### src/verilog/vme_cfg_pkg.sv
// Shared constants and types for the short I/O slave and interrupter.
package vme_cfg_pkg;

  ////////////////////////////////////////////////////////////////////////////
  // Backplane address modifier codes for short I/O space.
  localparam logic [5:0] AM_SHORT_SUPER = 6'h2D;
  localparam logic [5:0] AM_SHORT_USER  = 6'h29;

  ////////////////////////////////////////////////////////////////////////////
  // Register map (byte addresses on the AXI4-Lite bus).
  localparam logic [7:0] OFS_CONFIG = 8'h00;
  localparam logic [7:0] OFS_STATUS = 8'h04;
  localparam logic [7:0] OFS_MASK   = 8'h08;
  localparam logic [7:0] OFS_STATE  = 8'h0C;

  // Configuration register fields.
  localparam int CFG_PRIV_BIT = 0;
  localparam int CFG_BASE_LSB = 4;
  localparam int CFG_BASE_MSB = 15;
  localparam int CFG_LINE_LSB = 16;
  localparam int CFG_LINE_MSB = 18;
  localparam int CFG_PRIO_LSB = 20;
  localparam int CFG_PRIO_MSB = 22;
  localparam int CFG_VEC_LSB  = 24;
  localparam int CFG_VEC_MSB  = 31;

  // Non-privileged mode, base 1000 hex, line 2, code 2, vector 1A hex.
  localparam logic [31:0] CFG_RESET = 32'h1A22_1000;
  localparam logic [31:0] CFG_WMASK = 32'hFF77_FFF1;

  // Event bits of the status and mask registers.
  localparam int EV_W         = 4;
  localparam int EV_SLAVE_ACC = 0;
  localparam int EV_IACK_ANS  = 1;
  localparam int EV_IACK_PASS = 2;
  localparam int EV_CHIP_INT  = 3;
  localparam logic [EV_W-1:0] MASK_RESET = 4'h0;

  localparam logic [1:0] RESP_OKAY   = 2'h0;
  localparam logic [1:0] RESP_SLVERR = 2'h2;

  ////////////////////////////////////////////////////////////////////////////
  // Timing.
  localparam int CLK_PERIOD_NS   = 100;
  localparam int CHIP_STROBE_NS  = 200;
  localparam int CHIP_STROBE_CYC =
    (CHIP_STROBE_NS + CLK_PERIOD_NS - 1) / CLK_PERIOD_NS;

  typedef enum logic [2:0] {
    ST_IDLE,
    ST_CHIP,
    ST_ACK,
    ST_IACK,
    ST_PASS,
    ST_WAIT
  } vme_state_t;

endpackage

### src/verilog/sticky_flags.sv
// Sticky event flags with clear-on-read, a mask and one interrupt level.
`timescale 1ns/1ps
module sticky_flags #(
  parameter int W = 4
) (
  input  wire logic         clk,
  input  wire logic         rst,
  input  wire logic [W-1:0] set,
  input  wire logic         rd_clr,
  input  wire logic [W-1:0] mask,
  output logic      [W-1:0] status,
  output logic              irq
);

  logic [W-1:0] status_ff;
  logic         irq_ff;
  wire  [W-1:0] nxt_status;

  // An event in the reading cycle survives the clear.
  assign nxt_status = (status_ff & {W{~rd_clr}}) | set;

  always_ff @(posedge clk) begin
    if (rst) begin
      status_ff <= '0;
      irq_ff    <= 1'b0;
    end else begin
      status_ff <= nxt_status;
      irq_ff    <= |(nxt_status & mask);
    end
  end

  assign status = status_ff;
  assign irq    = irq_ff;

endmodule // sticky_flags

### src/verilog/vme_slave_interrupter.sv
// Short I/O backplane slave decoder and release-on-acknowledge interrupter.
`timescale 1ns/1ps
// Notes on behaviour
// - Privileged-only strap accepts modifier code 2D hex alone.
// - Supervisor-and-user strap accepts modifier codes 2D or 29 hex.
// - Out of reset the access mode is non-privileged.
// - The board occupies one window of sixteen byte addresses.
// - Address bits fifteen to four are compared with the base address.
// - Address bits three to one go unchanged to the chip register select.
// - Only short 16-bit address modifier codes are answered.
// - Base bits fifteen to eight and seven to four are set separately.
// - The base address resets to 1000 hex.
// - One of the seven request lines, chosen by configuration, is driven; line code 0 drives none.
// - The request line resets to level two.
// - A matching acknowledge cycle gets the 8-bit status/ID vector.
// - A three-bit priority code, low bit first, marks our acknowledges.
// - The vector is an eight-bit configured value, bit seven most significant.
// - The vector resets to 1A hex.
// - The request line is released when its acknowledge is answered.
// - The daisy chain is served for all seven priority levels.
// - Address-only cycles are harmless; data moves as bytes on D7..D0.
module vme_slave_interrupter (
  input  wire logic        CLK_SYS,
  input  wire logic        RST,
  // Backplane side, sampled on CLK_SYS.
  input  wire logic        AS_N,
  input  wire logic        DS0_N,
  input  wire logic        DS1_N,
  input  wire logic        WRITE_N,
  input  wire logic        LWORD_N,
  input  wire logic        IACK_N,
  input  wire logic        IACKIN_N,
  input  wire logic [5:0]  AM,
  input  wire logic [15:1] ADDR,
  input  wire logic [7:0]  D_I,
  output logic      [7:0]  D_O,
  output logic             D_OE,
  output logic             DTACK_N_OE,
  output logic             IACKOUT_N,
  output logic      [7:1]  IRQ_N_OE,
  // Bus interface chip side.
  output logic             CHIP_CS_N,
  output logic             CHIP_RD_N,
  output logic             CHIP_WR_N,
  output logic      [2:0]  CHIP_RS,
  output logic      [7:0]  CHIP_DOUT,
  input  wire logic [7:0]  CHIP_DIN,
  input  wire logic        CHIP_INT,
  // AXI4-Lite register port.
  input  wire logic [7:0]  AWADDR,
  input  wire logic        AWVALID,
  output logic             AWREADY,
  input  wire logic [31:0] WDATA,
  input  wire logic [3:0]  WSTRB,
  input  wire logic        WVALID,
  output logic             WREADY,
  output logic      [1:0]  BRESP,
  output logic             BVALID,
  input  wire logic        BREADY,
  input  wire logic [7:0]  ARADDR,
  input  wire logic        ARVALID,
  output logic             ARREADY,
  output logic      [31:0] RDATA,
  output logic      [1:0]  RRESP,
  output logic             RVALID,
  input  wire logic        RREADY,
  output logic             IRQ
);

  ////////////////////////////////////////////////////////////////////////////
  // Configuration fields.

  logic [31:0]                       cfg_ff;
  logic [vme_cfg_pkg::EV_W-1:0]      mask_ff;
  wire                               priv_only;
  wire  [11:0]                       base_addr;
  wire  [2:0]                        irq_line;
  wire  [2:0]                        prio_code;
  wire  [7:0]                        vector;

  assign priv_only = cfg_ff[vme_cfg_pkg::CFG_PRIV_BIT];
  assign base_addr = cfg_ff[vme_cfg_pkg::CFG_BASE_MSB:vme_cfg_pkg::CFG_BASE_LSB];
  assign irq_line  = cfg_ff[vme_cfg_pkg::CFG_LINE_MSB:vme_cfg_pkg::CFG_LINE_LSB];
  assign prio_code = cfg_ff[vme_cfg_pkg::CFG_PRIO_MSB:vme_cfg_pkg::CFG_PRIO_LSB];
  assign vector    = cfg_ff[vme_cfg_pkg::CFG_VEC_MSB:vme_cfg_pkg::CFG_VEC_LSB];

  ////////////////////////////////////////////////////////////////////////////
  // Backplane cycle decode.

  vme_cfg_pkg::vme_state_t state_ff;
  vme_cfg_pkg::vme_state_t nxt_state;
  logic [1:0]              cnt_ff;
  logic                    wr_cyc_ff;
  logic                    irq_pend_ff;
  logic                    chip_int_d_ff;

  wire am_super;
  wire am_user;
  wire am_ok;
  wire base_hit;
  wire byte_lane_ok;
  wire slave_cyc;
  wire slave_hit;
  wire iack_cyc;
  wire iack_mine;
  wire chip_done;

  assign am_super     = (AM == vme_cfg_pkg::AM_SHORT_SUPER);
  assign am_user      = (AM == vme_cfg_pkg::AM_SHORT_USER);
  // Any other code, wider spaces included, is simply not ours.
  assign am_ok        = am_super | (~priv_only & am_user);
  assign base_hit     = (ADDR[15:4] == base_addr);
  // Single odd bytes only: the chip sits on D7..D0 behind DS0.
  assign byte_lane_ok = ~DS0_N & DS1_N & LWORD_N;
  // No action until a data strobe falls, so address-only cycles pass.
  assign slave_cyc    = ~AS_N & IACK_N & ~DS0_N;
  assign slave_hit    = slave_cyc & am_ok & base_hit & byte_lane_ok;
  assign iack_cyc     = ~AS_N & ~IACK_N & ~IACKIN_N & ~DS0_N;
  // The level on ADDR[3:1] is checked against our code, low bit first.
  assign iack_mine    = iack_cyc & irq_pend_ff & (irq_line != 3'h0) &
                        (ADDR[3:1] == prio_code);
  assign chip_done    =
    (cnt_ff == 2'(vme_cfg_pkg::CHIP_STROBE_CYC - 1));

  always_comb begin
    nxt_state = state_ff;
    case (state_ff)
      vme_cfg_pkg::ST_IDLE: begin
        if (iack_mine) begin
          nxt_state = vme_cfg_pkg::ST_IACK;
        end else if (iack_cyc) begin
          nxt_state = vme_cfg_pkg::ST_PASS;
        end else if (slave_hit) begin
          nxt_state = vme_cfg_pkg::ST_CHIP;
        end else if (slave_cyc) begin
          nxt_state = vme_cfg_pkg::ST_WAIT;
        end
      end
      vme_cfg_pkg::ST_CHIP: begin
        if (chip_done) begin
          nxt_state = vme_cfg_pkg::ST_ACK;
        end
      end
      vme_cfg_pkg::ST_ACK,
      vme_cfg_pkg::ST_IACK: begin
        if (DS0_N | AS_N) begin
          nxt_state = vme_cfg_pkg::ST_IDLE;
        end
      end
      vme_cfg_pkg::ST_PASS: begin
        if (IACKIN_N | AS_N) begin
          nxt_state = vme_cfg_pkg::ST_IDLE;
        end
      end
      vme_cfg_pkg::ST_WAIT: begin
        if (AS_N) begin
          nxt_state = vme_cfg_pkg::ST_IDLE;
        end
      end
      default: nxt_state = vme_cfg_pkg::ST_IDLE;
    endcase
  end

  wire enter_chip;
  wire enter_iack;
  wire enter_pass;
  wire chip_read_end;
  wire nxt_in_chip;
  wire nxt_drive_dtack;

  assign enter_chip    = (state_ff == vme_cfg_pkg::ST_IDLE) &
                         (nxt_state == vme_cfg_pkg::ST_CHIP);
  assign enter_iack    = (state_ff == vme_cfg_pkg::ST_IDLE) &
                         (nxt_state == vme_cfg_pkg::ST_IACK);
  assign enter_pass    = (state_ff == vme_cfg_pkg::ST_IDLE) &
                         (nxt_state == vme_cfg_pkg::ST_PASS);
  assign chip_read_end = (state_ff == vme_cfg_pkg::ST_CHIP) & chip_done;
  assign nxt_in_chip   = (nxt_state == vme_cfg_pkg::ST_CHIP);
  assign nxt_drive_dtack = (nxt_state == vme_cfg_pkg::ST_ACK) |
                           (nxt_state == vme_cfg_pkg::ST_IACK);

  always_ff @(posedge CLK_SYS) begin
    if (RST) begin
      state_ff <= vme_cfg_pkg::ST_IDLE;
      cnt_ff   <= 2'h0;
    end else begin
      state_ff <= nxt_state;
      cnt_ff   <= (state_ff == vme_cfg_pkg::ST_CHIP) ? cnt_ff + 2'h1 : 2'h0;
    end
  end

  ////////////////////////////////////////////////////////////////////////////
  // Chip strobes and backplane drivers.

  logic [7:0] d_o_ff;
  logic       d_oe_ff;
  logic       dtack_oe_ff;
  logic       iackout_n_ff;
  logic       cs_n_ff;
  logic       rd_n_ff;
  logic       wr_n_ff;
  logic [2:0] rs_ff;
  logic [7:0] chip_dout_ff;

  always_ff @(posedge CLK_SYS) begin
    if (RST) begin
      wr_cyc_ff    <= 1'b0;
      rs_ff        <= 3'h0;
      chip_dout_ff <= 8'h00;
    end else if (enter_chip) begin
      wr_cyc_ff    <= ~WRITE_N;
      rs_ff        <= ADDR[3:1];
      chip_dout_ff <= D_I;
    end
  end

  always_ff @(posedge CLK_SYS) begin
    if (RST) begin
      cs_n_ff <= 1'b1;
      rd_n_ff <= 1'b1;
      wr_n_ff <= 1'b1;
    end else begin
      cs_n_ff <= ~nxt_in_chip;
      rd_n_ff <= ~(nxt_in_chip & (enter_chip ? WRITE_N : ~wr_cyc_ff));
      wr_n_ff <= ~(nxt_in_chip & (enter_chip ? ~WRITE_N : wr_cyc_ff));
    end
  end

  always_ff @(posedge CLK_SYS) begin
    if (RST) begin
      d_o_ff <= 8'h00;
    end else if (enter_iack) begin
      d_o_ff <= vector;
    end else if (chip_read_end) begin
      d_o_ff <= CHIP_DIN;
    end
  end

  always_ff @(posedge CLK_SYS) begin
    if (RST) begin
      d_oe_ff      <= 1'b0;
      dtack_oe_ff  <= 1'b0;
      iackout_n_ff <= 1'b1;
    end else begin
      d_oe_ff      <= (nxt_state == vme_cfg_pkg::ST_IACK) |
                      ((nxt_state == vme_cfg_pkg::ST_ACK) & ~wr_cyc_ff);
      dtack_oe_ff  <= nxt_drive_dtack;
      iackout_n_ff <= ~(nxt_state == vme_cfg_pkg::ST_PASS);
    end
  end

  ////////////////////////////////////////////////////////////////////////////
  // Interrupt request: raised by a rising chip interrupt, dropped on answer.

  wire       chip_int_rise;
  wire       nxt_irq_pend;
  wire [7:0] line_onehot;
  logic [7:1] irq_oe_ff;

  assign chip_int_rise = CHIP_INT & ~chip_int_d_ff;
  // A new chip event in the answering cycle keeps the request up.
  assign nxt_irq_pend  = chip_int_rise | (irq_pend_ff & ~enter_iack);
  assign line_onehot   = 8'(8'h01 << irq_line);

  always_ff @(posedge CLK_SYS) begin
    if (RST) begin
      chip_int_d_ff <= 1'b0;
      irq_pend_ff   <= 1'b0;
      irq_oe_ff     <= 7'h00;
    end else begin
      chip_int_d_ff <= CHIP_INT;
      irq_pend_ff   <= nxt_irq_pend;
      irq_oe_ff     <= nxt_irq_pend ? line_onehot[7:1] : 7'h00;
    end
  end

  ////////////////////////////////////////////////////////////////////////////
  // AXI4-Lite slave.

  logic        aw_hold_ff;
  logic        w_hold_ff;
  logic [7:0]  awaddr_ff;
  logic [31:0] wdata_ff;
  logic [3:0]  wstrb_ff;
  logic        awready_ff;
  logic        wready_ff;
  logic        bvalid_ff;
  logic [1:0]  bresp_ff;
  logic        arready_ff;
  logic        rvalid_ff;
  logic [31:0] rdata_ff;
  logic [1:0]  rresp_ff;

  wire        aw_take;
  wire        w_take;
  wire        aw_have;
  wire        w_have;
  wire        do_write;
  wire [7:0]  wr_addr;
  wire [31:0] wr_data;
  wire [3:0]  wr_strb;
  wire [31:0] byte_mask;
  wire [31:0] cfg_mask;
  wire        wr_cfg;
  wire        wr_msk;
  wire        wr_ok;
  wire        nxt_aw_hold;
  wire        nxt_w_hold;
  wire        nxt_bvalid;
  wire        ar_take;
  wire        nxt_rvalid;
  wire        rd_status;
  wire        rd_ok;
  wire [31:0] rd_word;
  wire [vme_cfg_pkg::EV_W-1:0] status;
  wire [vme_cfg_pkg::EV_W-1:0] events;
  wire        irq_level;

  assign aw_take   = AWVALID & awready_ff;
  assign w_take    = WVALID & wready_ff;
  assign aw_have   = aw_hold_ff | aw_take;
  assign w_have    = w_hold_ff | w_take;
  // One write is answered before the next is performed.
  assign do_write  = aw_have & w_have & ~bvalid_ff;
  assign wr_addr   = aw_hold_ff ? awaddr_ff : AWADDR;
  assign wr_data   = w_hold_ff ? wdata_ff : WDATA;
  assign wr_strb   = w_hold_ff ? wstrb_ff : WSTRB;
  assign byte_mask = {{8{wr_strb[3]}}, {8{wr_strb[2]}},
                      {8{wr_strb[1]}}, {8{wr_strb[0]}}};
  assign cfg_mask  = byte_mask & vme_cfg_pkg::CFG_WMASK;
  assign wr_cfg    = do_write & (wr_addr == vme_cfg_pkg::OFS_CONFIG);
  assign wr_msk    = do_write & (wr_addr == vme_cfg_pkg::OFS_MASK);
  assign wr_ok     = (wr_addr == vme_cfg_pkg::OFS_CONFIG) |
                     (wr_addr == vme_cfg_pkg::OFS_MASK);
  assign nxt_aw_hold = aw_have & ~do_write;
  assign nxt_w_hold  = w_have & ~do_write;
  assign nxt_bvalid  = do_write | (bvalid_ff & ~BREADY);

  assign ar_take    = ARVALID & arready_ff;
  assign nxt_rvalid = ar_take | (rvalid_ff & ~RREADY);
  assign rd_status  = ar_take & (ARADDR == vme_cfg_pkg::OFS_STATUS);
  assign rd_ok      = (ARADDR == vme_cfg_pkg::OFS_CONFIG) |
                      (ARADDR == vme_cfg_pkg::OFS_STATUS) |
                      (ARADDR == vme_cfg_pkg::OFS_MASK) |
                      (ARADDR == vme_cfg_pkg::OFS_STATE);
  assign rd_word    =
    (ARADDR == vme_cfg_pkg::OFS_CONFIG) ? cfg_ff :
    (ARADDR == vme_cfg_pkg::OFS_STATUS) ? 32'(status) :
    (ARADDR == vme_cfg_pkg::OFS_MASK)   ? 32'(mask_ff) :
    (ARADDR == vme_cfg_pkg::OFS_STATE)  ?
      32'({irq_pend_ff, chip_int_d_ff, state_ff}) : 32'h0000_0000;

  always_ff @(posedge CLK_SYS) begin
    if (RST) begin
      cfg_ff  <= vme_cfg_pkg::CFG_RESET;
      mask_ff <= vme_cfg_pkg::MASK_RESET;
    end else begin
      if (wr_cfg) begin
        cfg_ff <= (cfg_ff & ~cfg_mask) | (wr_data & cfg_mask);
      end
      if (wr_msk & wr_strb[0]) begin
        mask_ff <= wr_data[vme_cfg_pkg::EV_W-1:0];
      end
    end
  end

  always_ff @(posedge CLK_SYS) begin
    if (RST) begin
      aw_hold_ff <= 1'b0;
      w_hold_ff  <= 1'b0;
      awaddr_ff  <= 8'h00;
      wdata_ff   <= 32'h0000_0000;
      wstrb_ff   <= 4'h0;
      awready_ff <= 1'b0;
      wready_ff  <= 1'b0;
      bvalid_ff  <= 1'b0;
      bresp_ff   <= vme_cfg_pkg::RESP_OKAY;
    end else begin
      aw_hold_ff <= nxt_aw_hold;
      w_hold_ff  <= nxt_w_hold;
      if (aw_take) begin
        awaddr_ff <= AWADDR;
      end
      if (w_take) begin
        wdata_ff <= WDATA;
        wstrb_ff <= WSTRB;
      end
      awready_ff <= ~nxt_aw_hold;
      wready_ff  <= ~nxt_w_hold;
      bvalid_ff  <= nxt_bvalid;
      if (do_write) begin
        bresp_ff <= wr_ok ? vme_cfg_pkg::RESP_OKAY : vme_cfg_pkg::RESP_SLVERR;
      end
    end
  end

  always_ff @(posedge CLK_SYS) begin
    if (RST) begin
      arready_ff <= 1'b0;
      rvalid_ff  <= 1'b0;
      rdata_ff   <= 32'h0000_0000;
      rresp_ff   <= vme_cfg_pkg::RESP_OKAY;
    end else begin
      arready_ff <= ~nxt_rvalid;
      rvalid_ff  <= nxt_rvalid;
      if (ar_take) begin
        rdata_ff <= rd_word;
        rresp_ff <= rd_ok ? vme_cfg_pkg::RESP_OKAY : vme_cfg_pkg::RESP_SLVERR;
      end
    end
  end

  ////////////////////////////////////////////////////////////////////////////
  // Events, sticky status and the interrupt line to software.

  assign events[vme_cfg_pkg::EV_SLAVE_ACC] = chip_read_end;
  assign events[vme_cfg_pkg::EV_IACK_ANS]  = enter_iack;
  assign events[vme_cfg_pkg::EV_IACK_PASS] = enter_pass;
  assign events[vme_cfg_pkg::EV_CHIP_INT]  = chip_int_rise;

  sticky_flags #(
    .W (vme_cfg_pkg::EV_W)
  ) u_flags (
    .clk    (CLK_SYS),
    .rst    (RST),
    .set    (events),
    .rd_clr (rd_status),
    .mask   (mask_ff),
    .status (status),
    .irq    (irq_level)
  );

  ////////////////////////////////////////////////////////////////////////////
  // Outputs.

  assign D_O        = d_o_ff;
  assign D_OE       = d_oe_ff;
  assign DTACK_N_OE = dtack_oe_ff;
  assign IACKOUT_N  = iackout_n_ff;
  assign IRQ_N_OE   = irq_oe_ff;
  assign CHIP_CS_N  = cs_n_ff;
  assign CHIP_RD_N  = rd_n_ff;
  assign CHIP_WR_N  = wr_n_ff;
  assign CHIP_RS    = rs_ff;
  assign CHIP_DOUT  = chip_dout_ff;
  assign AWREADY    = awready_ff;
  assign WREADY     = wready_ff;
  assign BVALID     = bvalid_ff;
  assign BRESP      = bresp_ff;
  assign ARREADY    = arready_ff;
  assign RVALID     = rvalid_ff;
  assign RDATA      = rdata_ff;
  assign RRESP      = rresp_ff;
  assign IRQ        = irq_level;

endmodule // vme_slave_interrupter
### config.mk
export PLATFORM = sky130hd
export DESIGN_NAME = vme_slave_interrupter
export DESIGN_NICKNAME = d
export VERILOG_FILES = /design/src/verilog/vme_cfg_pkg.sv /design/src/verilog/sticky_flags.sv /design/src/verilog/vme_slave_interrupter.sv
export SDC_FILE = /design/constraint.sdc
export NUM_CORES = 1
export LEC_CHECK = 0
export BUFFER_PORTS_ARGS = -buffer_cell sky130_fd_sc_hd__buf_2
export CORE_ASPECT_RATIO = 1.75
export CORE_MARGIN = 2
export CORE_UTILIZATION = 47
export DETAILED_ROUTE_END_ITERATION = 10
export HOLD_SLACK_MARGIN = 0.08
export PLACE_DENSITY_LB_ADDON = 0.12
export SETUP_SLACK_MARGIN = 0.5
export SYNTH_ARGS = -nofsm -noshare
export SYNTH_HDL_FRONTEND = slang
export SYNTH_SLANG_ARGS = --single-unit
### constraint.sdc
create_clock -name CLK_SYS -period 1.8 [get_ports CLK_SYS]
set_clock_uncertainty 0.2 [all_clocks]
set_input_delay 0.27 -clock CLK_SYS [delete_from_list [all_inputs] [get_ports CLK_SYS]]
set_output_delay 0.27 -clock CLK_SYS [all_outputs]
set_load 0.02 [all_outputs]
# == Word level (Yosys, flattened, before mapping) ==
# Cells that the tools add are included.
# totals
reg_bits,168
elab_cells,163
input_bits,104
# op_classes
mux,22
bitwise,80
n_shift,1
n_eq_ne,18
n_reduce_logical,9
add_sub_neg,1
# ops
operator,count
bitwise AND 32 bit,2
two-way mux 32 bit,2
bitwise AND 1 bit,36
NOT 32 bit,1
OR 32 bit,1
== test 8 x 4 -> 1 bit (second input constant),3
two-way mux 3 bit,8
two-way mux 8 bit,3
NOT 1 bit,23
logical NOT 8 bit,2
two-way mux 5 bit,3
one-hot mux 3 bit (5 select lines),1
OR 1 bit,14
== test 12 bit,1
== test 3 x 2 -> 1 bit (second input constant),4
== test 6 bit (second input constant),2
== test 3 bit (second input constant),3
bitwise AND 4 bit,2
== test 8 x 3 -> 1 bit (second input constant),1
left shift 1 x 3 -> 8 bit (first input constant),1
== test 3 x 1 -> 1 bit (second input constant),2
OR reduction 2 bit,3
two-way mux 2 bit,2
two-way mux 4 bit,1
9 further kinds,10

# == Longest topological paths before layout ==
# depth
word_depth,17
depth_mapped,8
ltp_nobuf,7

# == Hierarchy ==
# A second synthesis with hierarchy kept.
# hier_totals
hier_cells,775
hier_area_um2,6636.4
# modules_own_cells
module,area_per_inst_um2,seq_area_each_um2,cells_each,n_inst
vme_slave_interrupter,6444.9,3042.9,754,1
sticky_flags,191.4,100.1,21,1

# == Least setup slack after synthesis ==
# OpenSTA, ideal clock, no wires.
# synth_timing
kind,reg-to-reg
from,register wready_ff (netlist: WREADY)
to,register (tool-made name)
arrival_ns,1.863
setup_slack_ns,-0.342
stages_incl_launch_ff,8
n_path_buf,2
t_required_ns,1.521
cell_sequence,dfxtp_1 -> a21oi_1 -> or3_1 -> buf_4 -> a2111oi_4 -> buf_6 -> nor2_1 -> a211oi_2
# synth_lines
item,line,rtl
from (decl),vme_slave_interrupter.sv:286,logic wready_ff;
from (signal assigned),vme_slave_interrupter.sv:389,wready_ff <= ~nxt_w_hold;

==> impl_metrics.json <==
{
  "start_util": 0.480,
  "r2r-end": "CHIP_RD_N",
  "antenna_found_initial": 0,
  "crit_chain": "xor2_1 -> nor4_2 -> buf_4 -> nand4_4 -> a221oi_4 -> nand4_1",
  "core_region_area_mm2": 0.0138,
  "final_cell_mix": "nand2_1 (118), buf_6 (105), buf_2 (98)",
  "power.density_mw_per_mm2": 720,
  "drtAntennaViolNets": 0,
  "synth_flop_cell": "dfxtp_1",
  "clk_pin_slew_ns": 0.06,
  "n_antenna_cell": 0,
  "detail_route.first_pass.iterations": 4,
  "start_kind": "register",
  "wirelength_mm": 26.2,
  "critPathMaxStageDelay_ns": 0.37,
  "vias": 7258,
  "num_rows": 57,
  "die_area_mm2": 0.0151,
  "syn_inst": 750,
  "synthToLayoutAreaGrowth_pct": 77.7,
  "tightest_slew_ns": 0.580,
  "clk_path_buf_depth": 2,
  "worstSkewPairLatency_ns": 0.42,
  "ctsRootBufferMaster": "clkbuf_16",
  "num-fill-cells": 673,
  "crit_fanout": 5,
  "clock_sinks": 157,
  "power_switching_mw": 2.24,
  "crit_buf_inv": 1,
  "whs_ns": 0.0429,
  "cp.required_ns": 1.87,
  "period_minus_slack_ns": 2.08,
  "drt_iter0_markers": 370,
  "worstSetupPathType": "reg -> reg",
  "regToRegSetupSlack_ns": -0.28,
  "grt_max_degree": 37,
  "vias_per_cell": 5.63,
  "setup_violations": 64,
  "htreeDepth": 4,
  "leakage_nw": 4.68,
  "fin_nets": 1205,
  "final_core_util": 0.852,
  "p_comb_frac": 0.162,
  "cts_tree": "yes",
  "fmax_mhz": 481,
  "power_mw": 8.49,
  "drive_above_1_share": 0.549,
  "die_y_um": 161,
  "grt_pass1_wl_mm": 36.7,
  "gp_congestion": 0.874,
  "routedWlPerCell_um": 20.4,
  "min_path_type": "in -> reg",
  "endpoint": "CHIP_RD_N",
  "yosys_warnings": 0,
  "rsz0062_at_grt": "yes",
  "ios": 178,
  "endpoint_kind": "register",
  "drc": 0,
  "drv_slew": 0,
  "grt_usage": 0.309,
  "postLayoutCellArea_mm2": 0.0118,
  "setup_slack_ns": -0.280,
  "synth_edf_count": 0,
  "synth_seq_area_share": 0.474,
  "cap_violations": 0,
  "placedInstanceArea_mm2": 0.00851,
  "die_w_um": 93.8,
  "grt_pass1_vias": 7375,
  "timing.final.crit_share": 1.16,
  "ir_drop_mv": 0.792,
  "cp.depth": 6,
  "switching_share": 0.263,
  "cpMaxStageDelayCell": "a221oi_4",
  "status": "finished, violations left",
  "grt_overflow": 0,
  "hold_depth": 2,
  "netlist_area_mm2": 0.00664,
  "path_delay_family": "simple AND/OR/NAND/NOR gates",
  "relSlewSlack": 0.613,
  "cts_buffers": 17,
  "violations": "setup timing",
  "async_flop_share": 0,
  "port_buffers": 171,
  "pre_cts_ws_ns": -0.501,
  "synth_cell_type_count": 59,
  "final_common_cell": "nand2_1",
  "clkPwrFrac": 0.409,
  "dp_hpwl_mm": 13.9,
  "hold_violations": 0,
  "ys_ff_latch": 157,
  "rr_worst_depth": 6,
  "avgSynthCellArea_um2": 8.85,
  "worstPathArrival_ns": 2.15,
  "internal_power_mw": 6.25,
  "p_seq_frac": 0.430
}
[power groups by stage]
stage	clock network, mW	registers [mW]	logic, mW
floorplan	0	3.73	0.505
global placement	0	3.70	0.870
detailed placement	0	3.70	0.891
CTS	3.43	3.64	1.16
global route	3.66	3.65	1.44
finish	3.47	3.65	1.37
[what timing repair did]
| item | CTS | global route |
|---|---|---|
| hold buffers | 66 | 1 |
| setup buffers | 35 | 21 |
| gates resized for setup | 304 | 112 |
| endpoints found under the setup margin | 206 | 206 |
| pin swaps | 37 | 52 |
| hold endpoints to repair | 85 | 4 |
| cloned | 6 | 5 |
[metal layers]
layer / global-route usage / vias to the layer above / wire, um
li1: - / 3295 / -
met1: 0.308 / 3488 / 8740
met2: 0.583 / 371 / 14400
met3: 0.0560 / 104 / 1450
met4: 0.169 / 0 / 1630
met5: 0 / - / 0
[through the flow]
step                instances  setup TNS, ns
finish                   1289         -10.36
global route             1289         -14.35
CTS                      1262          -8.05
detailed placement       1124         -21.73
global placement         1124         -19.56
floorplan                 753          -3.21
[cell families after synthesis]
family / count (synthesis) / share of synthesized area
other: 1 / 0.000565
flip-flops: 157 / 0.474
XOR/XNOR: 15 / 0.0198
buffers and inverters: 55 / 0.0371
AND/OR/NAND/NOR: 315 / 0.226
multiplexers: 52 / 0.0807
AO/OA/AOI/OAI: 154 / 0.160
adder cells (fa/ha/maj): 1 / 0.00188
[layout make-up]
type,instances,area [um^2],share of cell area
repair buffers,381,3540,0.301
clock inverters,12,124,0.0105
flip-flops and latches,157,3270,0.277
inverters,2,7.51,0.000637
well taps,177,221,0.0188
multi-input cells,541,4200,0.356
clock buffers,19,433,0.0367
[worst min path at each step]
stage | startpoint | to | slack [ns]
global route | RST | wdata_ff[3] | 0.06
finish | RST | wdata_ff[3] | 0.04
CTS | RST | u_flags.status[1] | 0.04
floorplan | RST | u_flags.status[3] | 0.15
detailed placement | cnt_ff[0] | cnt_ff[0] | 0.24
global placement | cnt_ff[0] | cnt_ff[0] | 0.21
[worst reg2reg max path: stages (launching register included)]
cell and delay, ns:
dfxtp_2 0.33, xor2_1 0.16, nor4_2 0.34, buf_4 0.19
nand4_4 0.19, a221oi_4 0.37, nand4_1 0.17
[cells in the mapped netlist (3+ instances only)]
library cell	instances	area, um^2
dfxtp_1	157	3140
nand2_1	141	529
a21oi_1	87	435
nor2_1	68	255
mux2i_1	49	490
a211oi_1	38	285
clkbuf_1	35	131
nand2b_1	30	188
nor3_1	16	80.1
nor2b_1	12	75.1
xor2_1	12	105
buf_4	7	52.6
nand3_1	7	35.0
nor4_1	7	43.8
a2111oi_4	5	138
buf_1	5	18.8
a22oi_1	4	30.0
and2_1	4	25.0
buf_2	4	20.0
o31ai_1	4	30.0
a32o_1	3	30.0
and4b_1	3	30.0
nand4b_1	3	26.3
o21ai_0	3	15.0
or3_1	3	18.8
xnor2_1	3	26.3
Note: power is estimated with default switching activity, not from simulation.
